===== config.mk =====
export PLATFORM = sky130hd
export DESIGN_NAME = adc_timing_and_result_fifo
export DESIGN_NICKNAME = d
export VERILOG_FILES = /design/src/adc_timing_pkg.sv /design/src/result_mem.sv /design/src/adc_timing_and_result_fifo.sv
export SDC_FILE = /design/constraint.sdc
export NUM_CORES = 1
export LEC_CHECK = 0
export BUFFER_PORTS_ARGS = -buffer_cell sky130_fd_sc_hd__buf_4
export CAP_MARGIN = 40
export CORE_MARGIN = 5
export CORE_UTILIZATION = 54
export CTS_BUF_LIST = sky130_fd_sc_hd__clkbuf_2
export CTS_CLUSTER_DIAMETER = 80
export CTS_CLUSTER_SIZE = 8
export DETAILED_ROUTE_END_ITERATION = 12
export GPL_TIMING_DRIVEN = 1
export PLACE_DENSITY = 0.78
export SYNTH_ARGS = -nofsm -noshare
export SYNTH_HDL_FRONTEND = slang
export SYNTH_HIERARCHICAL = 1
export SYNTH_SLANG_ARGS = --single-unit

===== constraint.sdc =====
create_clock -name clk -period 2.5 [get_ports clk]
set_input_delay 0.5 -clock clk [delete_from_list [all_inputs] [get_ports clk]]
set_output_delay 0.5 -clock clk [all_outputs]
set_load 0.01 [all_outputs]

===== src/adc_timing_pkg.sv =====
// Constants, register map and carrier types for the converter timing block.
// Assumes a single 40 MHz system clock and a plain strobe register port.
//
// Notes on behaviour
// RULE_01 - Clock skew setting clamps at twenty
// RULE_02 - Wait programmed prescaled periods before converting
// RULE_03 - Timebase is converter clock over prescale+1
// RULE_04 - Results queue four deep; read pops
// RULE_05 - Result read clears all but pen bit
// RULE_06 - Sample reads zero while done clear
// RULE_07 - Polarity travels with sample; zero single-ended
// RULE_08 - Pen bit active low, enabled by 101b
// RULE_09 - Pen bit live, never queued
// RULE_10 - Wake-up is pen OR done; code drives it only while the pen enable (101b) is set
// RULE_11 - Full queue drops newest, sets overrun
// RULE_12 - Done clears on read, rearms next cycle
// RULE_13 - Skew acts on selected module source
// RULE_14 - Interrupt enable gates done onto irq
// RULE_15 - Triggered bit spans the pre-conversion wait
// RULE_16 - Selector 000 pairs channel 0 and 1
// RULE_17 - Zero wait starts on first prescaled edge
// RULE_18 - Empty read returns zeros, pointers kept
package adc_timing_pkg;

   localparam int ADDR_W = 3;
   localparam int DATA_W = 16;

   // Register indices
   localparam logic [2:0] OFS_DELAY_CTRL = 3'h0;
   localparam logic [2:0] OFS_RESULT     = 3'h1;
   localparam logic [2:0] OFS_GEN_CTRL   = 3'h2;
   localparam logic [2:0] OFS_AUX_STAT   = 3'h3;
   localparam logic [2:0] OFS_EVT_STAT   = 3'h4;
   localparam logic [2:0] OFS_EVT_MASK   = 3'h5;

   localparam logic [15:0] DELAY_CTRL_RST = 16'h0000;
   localparam logic [15:0] GEN_CTRL_RST   = 16'h0000;
   localparam logic [15:0] GEN_CTRL_WMASK = 16'h07ff;

   // Aux status field positions
   localparam int AUX_BUSY_BIT = 15;
   localparam int AUX_TRIG_BIT = 14;

   // Event bits
   localparam int EVT_W       = 3;
   localparam int EVT_DONE    = 0;
   localparam int EVT_OVERRUN = 1;
   localparam int EVT_PEN     = 2;
   localparam logic [2:0] EVT_RST = 3'h0;

   localparam logic [4:0] SKEW_MAX     = 5'h14;
   localparam int         SKEW_MAX_NS  = 42;
   localparam logic [2:0] PEN_DETECT_CFG = 3'h5;

   // Converter timebase from the system clock
   localparam int SYS_CLK_KHZ  = 40000;
   localparam int CONV_CLK_KHZ = 12000;
   localparam logic [5:0] CONV_STEP = 6'(CONV_CLK_KHZ / 1000);
   localparam logic [5:0] CONV_DEN  = 6'(SYS_CLK_KHZ / 1000);

   localparam int FIFO_DEPTH = 4;
   localparam int SAMPLE_W   = 12;

   typedef struct packed {
      logic [1:0] prescale;
      logic [8:0] trigger_wait_count;
      logic [4:0] clock_phase_skew;
   } delay_ctrl_t;

   typedef struct packed {
      logic [4:0] unused;
      logic       converter_irq_enable;
      logic [2:0] touchscreen_drive_setting;
      logic [2:0] input_selector_setting;
      logic       diff_mode;
      logic       clk_src_aux;
      logic [1:0] clk_div;
   } gen_ctrl_t;

   typedef struct packed {
      logic       sign;
      logic [11:0] value;
   } fifo_entry_t;

   typedef struct packed {
      logic        done;
      logic        pen_status;
      logic        queue_overrun_flag;
      fifo_entry_t entry;
   } result_port_t;

   typedef enum logic [2:0] {
      ST_IDLE    = 3'b001,
      ST_WAIT    = 3'b010,
      ST_CONVERT = 3'b100
   } conv_state_t;

endpackage : adc_timing_pkg


===== src/result_mem.sv =====
// Small result memory with registered read data.
// Assumes the caller owns the pointers and never writes past its depth.
`timescale 1ns/1ps
module result_mem #(
   parameter int WIDTH = 13,
   parameter int DEPTH = 4,
   parameter int AW    = 2
) (
   input  wire logic             clk,
   input  wire logic             wr_en,
   input  wire logic [AW-1:0]    wr_addr,
   input  wire logic [WIDTH-1:0] wr_data,
   input  wire logic [AW-1:0]    rd_addr,
   output logic      [WIDTH-1:0] rd_data
);

   logic [WIDTH-1:0] mem [DEPTH];

   always_ff @(posedge clk) begin
      if (wr_en) begin
         mem[wr_addr] <= wr_data;
      end
   end

   always_ff @(posedge clk) begin
      rd_data <= mem[rd_addr];
   end

endmodule : result_mem


===== src/adc_timing_and_result_fifo.sv =====
// Converter timing, trigger delay and result queue front end.
// Assumes the converter core and trigger logic share clk; pins are async.
//
// Decided for this implementation: the address-and-strobe port and the register addresses.
`timescale 1ns/1ps
module adc_timing_and_result_fifo
   import adc_timing_pkg::*;
#(
   parameter int DEPTH = FIFO_DEPTH
) (
   input  wire logic              clk,
   input  wire logic              nrst,
   input  wire logic [ADDR_W-1:0] addr,
   input  wire logic [DATA_W-1:0] wdata,
   input  wire logic              wr_stb,
   input  wire logic              rd_stb,
   output logic      [DATA_W-1:0] rdata,
   input  wire logic              trigger_event,
   output logic                   conv_start,
   input  wire logic              conv_done,
   input  wire logic [11:0]       conv_value,
   input  wire logic              conv_neg_greater,
   input  wire logic              aux_clk2_pin,
   input  wire logic              pen_detect_pin,
   output logic                   conv_tick,
   output logic      [4:0]        conv_skew,
   output logic      [2:0]        pos_channel,
   output logic      [2:0]        neg_channel,
   output logic                   diff_mode,
   output logic      [2:0]        touchscreen_drive_setting,
   output logic                   converter_wakeup_line,
   output logic                   converter_irq,
   output logic                   event_irq
);

   localparam int AW  = $clog2(DEPTH);
   localparam int CW  = $clog2(DEPTH + 1);
   localparam int EW  = $bits(fifo_entry_t);
   localparam logic [CW-1:0] FULL_CNT = CW'(DEPTH);

   delay_ctrl_t  delay_reg;
   gen_ctrl_t    gen_reg;
   conv_state_t  state_reg;
   logic [8:0]   wait_reg;
   logic         triggered_reg;
   logic         start_reg;
   logic [1:0]   prediv_reg;
   logic [5:0]   acc_reg;
   logic [1:0]   presc_reg;
   logic [1:0]   aux_sync_reg;
   logic         aux_q_reg;
   logic [1:0]   pen_sync_reg;
   logic         pen_q_reg;
   logic [AW-1:0] wr_ptr_reg;
   logic [AW-1:0] rd_ptr_reg;
   logic [CW-1:0] count_reg;
   logic         done_reg;
   logic         overrun_reg;
   logic [EVT_W-1:0] evt_reg;
   logic [EVT_W-1:0] mask_reg;
   logic [DATA_W-1:0] rdata_reg;
   logic [EVT_W-1:0] evt_next;
   fifo_entry_t  head;
   fifo_entry_t  push_entry;
   result_port_t port_view;
   logic [EW-1:0] mem_rd;
   logic         sys_tick;
   logic         acc_tick;
   logic         aux_edge;
   logic         presc_tick;
   logic         rd_result;
   logic         pop;
   logic         push;
   logic         drop;
   logic         pen_en;
   logic         pen_live;

   function automatic logic sel(input logic [ADDR_W-1:0] a,
                                input logic [2:0] ofs);
      sel = (a == ofs);
   endfunction : sel

   assign rd_result = rd_stb && sel(addr, OFS_RESULT);

   // Register writes
   always_ff @(posedge clk) begin
      if (!nrst) begin
         delay_reg <= delay_ctrl_t'(DELAY_CTRL_RST);
         gen_reg   <= gen_ctrl_t'(GEN_CTRL_RST);
         mask_reg  <= EVT_RST;
      end else if (wr_stb) begin
         if (sel(addr, OFS_DELAY_CTRL)) begin
            delay_reg <= delay_ctrl_t'(wdata);
         end
         if (sel(addr, OFS_GEN_CTRL)) begin
            gen_reg <= gen_ctrl_t'(wdata & GEN_CTRL_WMASK);
         end
         if (sel(addr, OFS_EVT_MASK)) begin
            mask_reg <= wdata[EVT_W-1:0];
         end
      end
   end

   // Pin synchronisers
   always_ff @(posedge clk) begin
      if (!nrst) begin
         aux_sync_reg <= 2'h0;
         aux_q_reg    <= 1'b0;
         pen_sync_reg <= 2'h0;
         pen_q_reg    <= 1'b0;
      end else begin
         aux_sync_reg <= {aux_sync_reg[0], aux_clk2_pin};
         aux_q_reg    <= aux_sync_reg[1];
         pen_sync_reg <= {pen_sync_reg[0], pen_detect_pin};
         pen_q_reg    <= pen_sync_reg[1];
      end
   end

   assign aux_edge = aux_sync_reg[1] && !aux_q_reg;

   // System clock predivider 1, 2 or 4
   always_ff @(posedge clk) begin
      if (!nrst) begin
         prediv_reg <= 2'h0;
      end else begin
         prediv_reg <= prediv_reg + 2'h1;
      end
   end

   always_comb begin
      case (gen_reg.clk_div)
         2'h0:    sys_tick = 1'b1;
         2'h1:    sys_tick = prediv_reg[0];
         default: sys_tick = (prediv_reg == 2'h3);
      endcase
   end

   // Converter clock rate from the divided system clock
   always_ff @(posedge clk) begin
      if (!nrst) begin
         acc_reg <= 6'h00;
      end else if (sys_tick) begin
         if (acc_reg + CONV_STEP >= CONV_DEN) begin
            acc_reg <= acc_reg + CONV_STEP - CONV_DEN;
         end else begin
            acc_reg <= acc_reg + CONV_STEP;
         end
      end
   end

   assign acc_tick = sys_tick && (acc_reg + CONV_STEP >= CONV_DEN);

   // RULE_13 source select
   assign conv_tick = gen_reg.clk_src_aux ? aux_edge : acc_tick;

   // RULE_01 skew clamp
   assign conv_skew = (delay_reg.clock_phase_skew > SKEW_MAX) ?
                      SKEW_MAX : delay_reg.clock_phase_skew;

   // RULE_03 prescaler divide
   always_ff @(posedge clk) begin
      if (!nrst) begin
         presc_reg <= 2'h0;
      end else if (state_reg == ST_IDLE && trigger_event) begin
         presc_reg <= 2'h0;
      end else if (conv_tick) begin
         presc_reg <= (presc_reg == delay_reg.prescale) ?
                      2'h0 : presc_reg + 2'h1;
      end
   end

   assign presc_tick = conv_tick && (presc_reg == delay_reg.prescale);

   // RULE_02 trigger wait sequence
   always_ff @(posedge clk) begin
      if (!nrst) begin
         state_reg <= ST_IDLE;
         wait_reg  <= 9'h000;
         start_reg <= 1'b0;
      end else begin
         start_reg <= 1'b0;
         case (state_reg)
            ST_IDLE: begin
               if (trigger_event) begin
                  state_reg <= ST_WAIT;
                  wait_reg  <= delay_reg.trigger_wait_count;
               end
            end
            ST_WAIT: begin
               if (presc_tick) begin
                  // RULE_17 zero wait start
                  if (wait_reg == 9'h000) begin
                     state_reg <= ST_CONVERT;
                     start_reg <= 1'b1;
                  end else begin
                     wait_reg <= wait_reg - 9'h001;
                  end
               end
            end
            ST_CONVERT: begin
               if (conv_done) begin
                  state_reg <= ST_IDLE;
               end
            end
            default: state_reg <= ST_IDLE;
         endcase
      end
   end

   assign conv_start = start_reg;

   // RULE_15 triggered status
   always_ff @(posedge clk) begin
      if (!nrst) begin
         triggered_reg <= 1'b0;
      end else if (state_reg == ST_IDLE && trigger_event) begin
         triggered_reg <= 1'b1;
      end else if (state_reg == ST_CONVERT && conv_done) begin
         triggered_reg <= 1'b0;
      end
   end

   // RULE_16 channel pairing
   assign pos_channel = gen_reg.input_selector_setting;
   assign neg_channel = gen_reg.input_selector_setting ^ 3'h1;
   assign diff_mode   = gen_reg.diff_mode;
   assign touchscreen_drive_setting = gen_reg.touchscreen_drive_setting;

   // RULE_07 polarity only in differential
   assign push_entry.sign  = gen_reg.diff_mode && conv_neg_greater;
   assign push_entry.value = conv_value;

   // RULE_11 full queue drops result
   assign drop = conv_done && (count_reg == FULL_CNT);
   assign push = conv_done && (count_reg != FULL_CNT);
   // RULE_18 empty read keeps pointers
   assign pop  = rd_result && (count_reg != '0);

   // RULE_04 four entry queue
   always_ff @(posedge clk) begin
      if (!nrst) begin
         wr_ptr_reg <= '0;
         rd_ptr_reg <= '0;
         count_reg  <= '0;
      end else begin
         if (push) begin
            wr_ptr_reg <= wr_ptr_reg + AW'(1);
         end
         if (pop) begin
            rd_ptr_reg <= rd_ptr_reg + AW'(1);
         end
         if (push && !pop) begin
            count_reg <= count_reg + CW'(1);
         end else if (pop && !push) begin
            count_reg <= count_reg - CW'(1);
         end
      end
   end

   result_mem #(
      .WIDTH (EW),
      .DEPTH (DEPTH),
      .AW    (AW)
   ) u_mem (
      .clk     (clk),
      .wr_en   (push),
      .wr_addr (wr_ptr_reg),
      .wr_data (push_entry),
      .rd_addr (rd_ptr_reg),
      .rd_data (mem_rd)
   );

   assign head = fifo_entry_t'(mem_rd);

   // RULE_12 done clears then rearms
   always_ff @(posedge clk) begin
      if (!nrst) begin
         done_reg <= 1'b0;
      end else if (rd_result) begin
         done_reg <= 1'b0;
      end else begin
         done_reg <= (count_reg != '0);
      end
   end

   // RULE_11 overrun flag, set wins
   always_ff @(posedge clk) begin
      if (!nrst) begin
         overrun_reg <= 1'b0;
      end else if (drop) begin
         overrun_reg <= 1'b1;
      end else if (rd_result) begin
         overrun_reg <= 1'b0;
      end
   end

   // RULE_08 pen enable and active low
   assign pen_en   = (gen_reg.touchscreen_drive_setting == PEN_DETECT_CFG);
   assign pen_live = pen_en && !pen_sync_reg[1];

   // RULE_10 wake-up line
   assign converter_wakeup_line = pen_en && (pen_sync_reg[1] || done_reg);

   // RULE_14 converter interrupt
   assign converter_irq = gen_reg.converter_irq_enable && done_reg;

   // RULE_05 result view cleared by read
   always_comb begin
      port_view.done               = done_reg;
      // RULE_09 live pen bit
      port_view.pen_status         = pen_live;
      port_view.queue_overrun_flag = overrun_reg;
      // RULE_06 zero without done
      port_view.entry              = done_reg ? head : fifo_entry_t'(0);
   end

   // Event status, write one to clear, set wins
   always_comb begin
      evt_next = evt_reg;
      if (wr_stb && sel(addr, OFS_EVT_STAT)) begin
         evt_next = evt_reg & ~wdata[EVT_W-1:0];
      end
      evt_next[EVT_DONE]    = evt_next[EVT_DONE] | push;
      evt_next[EVT_OVERRUN] = evt_next[EVT_OVERRUN] | drop;
      evt_next[EVT_PEN]     = evt_next[EVT_PEN] |
                              (pen_en && pen_sync_reg[1] && !pen_q_reg);
   end

   always_ff @(posedge clk) begin
      if (!nrst) begin
         evt_reg <= EVT_RST;
      end else begin
         evt_reg <= evt_next;
      end
   end

   assign event_irq = |(evt_reg & mask_reg);

   // Read data, valid only in the cycle after the strobe
   always_ff @(posedge clk) begin
      if (!nrst) begin
         rdata_reg <= 16'h0000;
      end else if (rd_stb) begin
         rdata_reg <= 16'h0000;
         case (addr)
            OFS_DELAY_CTRL: rdata_reg <= delay_reg;
            OFS_RESULT:     rdata_reg <= port_view;
            OFS_GEN_CTRL:   rdata_reg <= gen_reg;
            OFS_AUX_STAT: begin
               rdata_reg[AUX_BUSY_BIT] <= (state_reg == ST_CONVERT);
               rdata_reg[AUX_TRIG_BIT] <= triggered_reg;
               rdata_reg[CW-1:0]       <= count_reg;
            end
            OFS_EVT_STAT:   rdata_reg[EVT_W-1:0] <= evt_reg;
            OFS_EVT_MASK:   rdata_reg[EVT_W-1:0] <= mask_reg;
            default:        rdata_reg <= 16'h0000;
         endcase
      end else begin
         rdata_reg <= 16'h0000;
      end
   end

   assign rdata = rdata_reg;

   AST_SKEW_CLAMP: // RULE_01
   assert property (@(posedge clk) disable iff (!nrst)
      conv_skew == ((delay_reg.clock_phase_skew > 5'h14) ?
                    5'h14 : delay_reg.clock_phase_skew))
      else $error("skew not clamped at twenty");

   AST_WAIT_DONE: // RULE_02
   assert property (@(posedge clk) disable iff (!nrst)
      (state_reg == ST_WAIT && presc_tick && wait_reg == 9'h000)
      |=> conv_start && state_reg == ST_CONVERT ##1 !conv_start)
      else $error("conversion not started after wait");

   AST_PRESC_TICK: // RULE_03
   assert property (@(posedge clk) disable iff (!nrst)
      presc_tick |-> conv_tick && presc_reg == delay_reg.prescale)
      else $error("prescaled tick off the divider");

   AST_POP_COUNT: // RULE_04
   assert property (@(posedge clk) disable iff (!nrst)
      (pop && !push) |=> count_reg == $past(count_reg) - 3'h1)
      else $error("read did not pop one entry");

   AST_ZERO_NO_DONE: // RULE_06
   assert property (@(posedge clk) disable iff (!nrst)
      rd_result |=> rdata[15] || rdata[12:0] == 13'h0000)
      else $error("sample not zero while done clear");

   AST_SIGN_SINGLE: // RULE_07
   assert property (@(posedge clk) disable iff (!nrst)
      (push && !gen_reg.diff_mode) |-> !push_entry.sign)
      else $error("sign set in single-ended mode");

   AST_PEN_DISABLED: // RULE_08
   assert property (@(posedge clk) disable iff (!nrst)
      (gen_reg.touchscreen_drive_setting != 3'h5) |-> !pen_live
      && !converter_wakeup_line)
      else $error("pen bit or wake active while disabled");

   AST_OVERRUN: // RULE_11
   assert property (@(posedge clk) disable iff (!nrst)
      drop |=> overrun_reg && wr_ptr_reg == $past(wr_ptr_reg))
      else $error("overrun not flagged or entry stored");

   AST_DONE_REARM: // RULE_12
   assert property (@(posedge clk) disable iff (!nrst)
      (rd_result && count_reg > 3'h1) ##1 !rd_result |->
      !done_reg ##1 done_reg)
      else $error("done did not rearm one cycle later");

   AST_IRQ_GATE: // RULE_14
   assert property (@(posedge clk) disable iff (!nrst)
      converter_irq == (gen_reg.converter_irq_enable && done_reg))
      else $error("converter irq not gated by enable");

   AST_TRIG_SPAN: // RULE_15
   assert property (@(posedge clk) disable iff (!nrst)
      (state_reg == ST_CONVERT && conv_done) |=> !triggered_reg
      && state_reg == ST_IDLE)
      else $error("triggered bit not cleared on completion");

   AST_EMPTY_READ: // RULE_18
   assert property (@(posedge clk) disable iff (!nrst)
      (rd_result && count_reg == '0 && !push) |=>
      $stable(rd_ptr_reg) && count_reg == '0)
      else $error("empty read moved the queue");

endmodule : adc_timing_and_result_fifo


==> flow_summary.yaml <==
outcome:
  run_status: "complete, no violations"
hold_path:
  holdCritPathClass: "in2reg"
sta:
  worst_slack_ns: 0.0251
  post-route-min-period_ns: 2.47
  drv_slew: 0
  rsz0062_at_grt: "yes"
  fmax_ghz: 0.404
  tightestPinTransition_ns: 0.718
  hold_violations: 0
  finalSetupViolCount: 0
  fin_skew_ns: 0.0278
  post-route-period-util_pct: 99.0
  relSlewSlack_pct: 51.9
logic_synthesis:
  synth_area_leader_cell: "dfxtp_1"
  syn_avg_cell_area_um2: 11.2
  synth_area_um2: 6250
  synth_ff_type: "dfxtp_1"
  synth_edf_count: 52
  synth_area_leaders: "dfxtp_1, edfxtp_1, nand2_1"
  ys_seq_elements: 151
  yosysSeqAreaShare_pct: 56.7
  ys_types: 61
  syn_inst: 557
  yosys_warnings: 6
  synth_nets: 604
  async_flop_share_pct: 0
  synth_top_area_share_pct: 31.7
worst_setup_path:
  cp.required_ns: 2.00
  start_kind: "register"
  crit_fanout: 4
  critPathKind: "reg2out"
  endpoint_kind: "output pin"
  arrival_ns: 1.97
floorplan:
  ios: 76
  start_util_pct: 55.0
  die_y_um: 118
  dieArea_um2: 13800
  die_x_um: 118
  std_cell_rows: 39
  core_area_um2: 11400
pwr:
  vdd_drop_max_uv: 773
  power_frac_seq_pct: 56.1
  p_sw_mw: 1.54
  internal-power_mw: 3.61
  pwr_density_cell_nw_per_um2: 681
  sw_frac_of_total_pct: 29.9
  p_comb_share_pct: 16.9
  total_power_mw: 5.15
  clock_power_share_pct: 27.0
  p_leak_nw: 2.95
drt:
  vias_per_cell: 5.56
  drc: 0
  met2_length_um: 6980
  top_layer_used: "met4"
  detail-route-antenna-nets: 0
  vias: 4567
  drt_wl_total_um: 14300
  wire_per_inst_um: 17.4
  wl_met3_um: 917
  wl_met1_um: 6130
  drtPass1Iterations: 4
  first_iter_violations: 360
grt:
  grtUsageTotal_pct: 21.2
  grt_pass1_vias: 4726
  antenna_found_initial: 1
  grt_overflow: 0
  grt_max_degree: 41
  grt_first_pass_wirelength_um: 23700
placed_design:
  post-place-ws_ns: 0.128
  place_area_um2: 6930
  numPortBuffers: 75
  gp_congestion: 0.883
  placedCellCount: 754
  hpwl_um: 9790
clocking:
  htreeDepth: 4
  cts-root-buf: "clkbuf_2"
  cts_buffer_depth: 2
  path_clk_slew_ns: 0.24
  numCtsBuffers: 17
  cts_tree: "built"
  cts.sinks: 151
  clock_latency_ns: 0.73
cells_and_area:
  drive_gt1_share_pct: 24.5
  fin_nets: 711
  area_growth_syn_to_layout_pct: 21.0
  largest_register_ffs: 52
  finalNonFillerCells: 821
  fin_area_um2: 7560
  fin_util_pct: 66.5
run:
  maxCapViolCount: 0
## metal layers
metal | up-vias | GRT usage [%]
li1 | 2203 | -
met1 | 2188 | 26.9
met2 | 157 | 35.0
met3 | 19 | 5.38
met4 | 0 | 7.81
met5 | - | 0
## power by group through the flow
stage          logic (mW)  registers [mW]  clock network (mW)
5_1_grt             0.956            2.92                1.54
2_1_floorplan       0.510            2.89                   0
3_5_place_dp        0.744            2.93                   0
4_1_cts             0.855            2.88                1.42
6_report            0.871            2.89                1.39
3_3_place_gp        0.710            2.91                   0
## cells in the final DEF (no fill, tap or decap), types with 4 or more instances in the layout
cell type,n
dlygate4sd3_1,31
mux2i_1,15
o21ai_1,5
or3_1,4
nand2_1,86
nor2_1,28
edfxtp_1,52
dfxtp_1,95
clkbuf_2,17
and3_1,5
ha_1,5
o221ai_1,4
a22oi_1,10
xnor2_1,6
and2_1,19
nor2b_1,8
a21boi_0,30
nor3_1,7
xor2_1,6
buf_4,92
o21ai_0,13
inv_6,4
a21oi_1,13
mux4_2,10
o211ai_1,5
and3b_1,4
inv_1,10
inv_8,5
nand3_1,14
mux2_2,8
## critical path: stages, from the launching register on
cell and delay (ns):
dfxtp_4 0.41, inv_4 0.06, ha_4 0.14, xor2_2 0.15
nand3b_1 0.15, a31oi_2 0.18, inv_1 0.07, buf_6 0.12
## synthesized netlist by cell type, drive strengths merged (2+ instances only)
cell type  count
or3            4
a21boi        32
a31oi          4
and3b          4
nor2          28
o211ai         5
nand3b         3
mux2i         15
xor2           7
nor2b          9
or3b           2
inv           12
mux2           8
nand4bb        2
a22oi         11
a21oi         13
dfxtp         99
ha             6
nand2         86
or4            3
edfxtp        52
buf           16
mux4          13
nand3         14
nor3b          6
clkbuf        20
and2          20
a31o           3
and3           5
o21ai         18
o31ai          4
o221ai         4
nor3           7
xnor2          7
## cells by family after synthesis
| logic type | after synthesis | synth area share [%] |
|---|---|---|
| mux | 36 | 8.71 |
| simple gates | 199 | 15.9 |
| xor+xnor | 14 | 1.96 |
| flops | 151 | 56.7 |
| buf+inv | 48 | 3.64 |
| fa+ha+maj | 7 | 1.52 |
| compound gates | 102 | 11.5 |
## repair_timing
item / CTS / global route
setup endpoints to repair: 1 / 2
hold endpoints to repair: 77 / 0
setup buffers: 3 / 0
pin swaps: 3 / 0
hold buffers: 31 / 0
resized for setup: 14 / 4
## per-stage QoR
step                      hold WS (ns)  setup TNS (ns)
after floorplan                  0.395               0
after global placement           0.412               0
after detailed placement         0.411               0
after CTS                       0.0360         -0.0558
after global routing            0.0267          -0.165
final                            0.101               0
## cell type report
| cell class | instances | area, um^2 |
|---|---|---|
| flip-flops and latches | 151 | 3550 |
| clock inverters | 15 | 156 |
| well taps | 143 | 179 |
| diodes | 1 | 2.50 |
| inverters | 12 | 47.5 |
| multi-input cells | 358 | 2530 |
| repair buffers | 124 | 1010 |
| fillers | 874 | 3810 |
| clock buffers | 17 | 85.1 |
## path summary, 6_finish.rpt
kind | from | to | slack (ns) | depth (start not counted)
min | nrst | delay_reg[11]$_SDFFE_PN0P_ | 0.10 | 2
max reg2reg | count_reg[0]$_SDFFE_PN0P_ | count_reg[2]$_SDFFE_PN0P_ | 0.26 | 9
min reg2reg | pen_q_reg$_SDFF_PN0_ | evt_reg[2]$_SDFF_PN0_ | 0.44 | 1
max | acc_reg[3]$_SDFFE_PN0P_ | conv_tick | 0.03 | 7
Note: power is estimated with default switching activity, not from simulation.
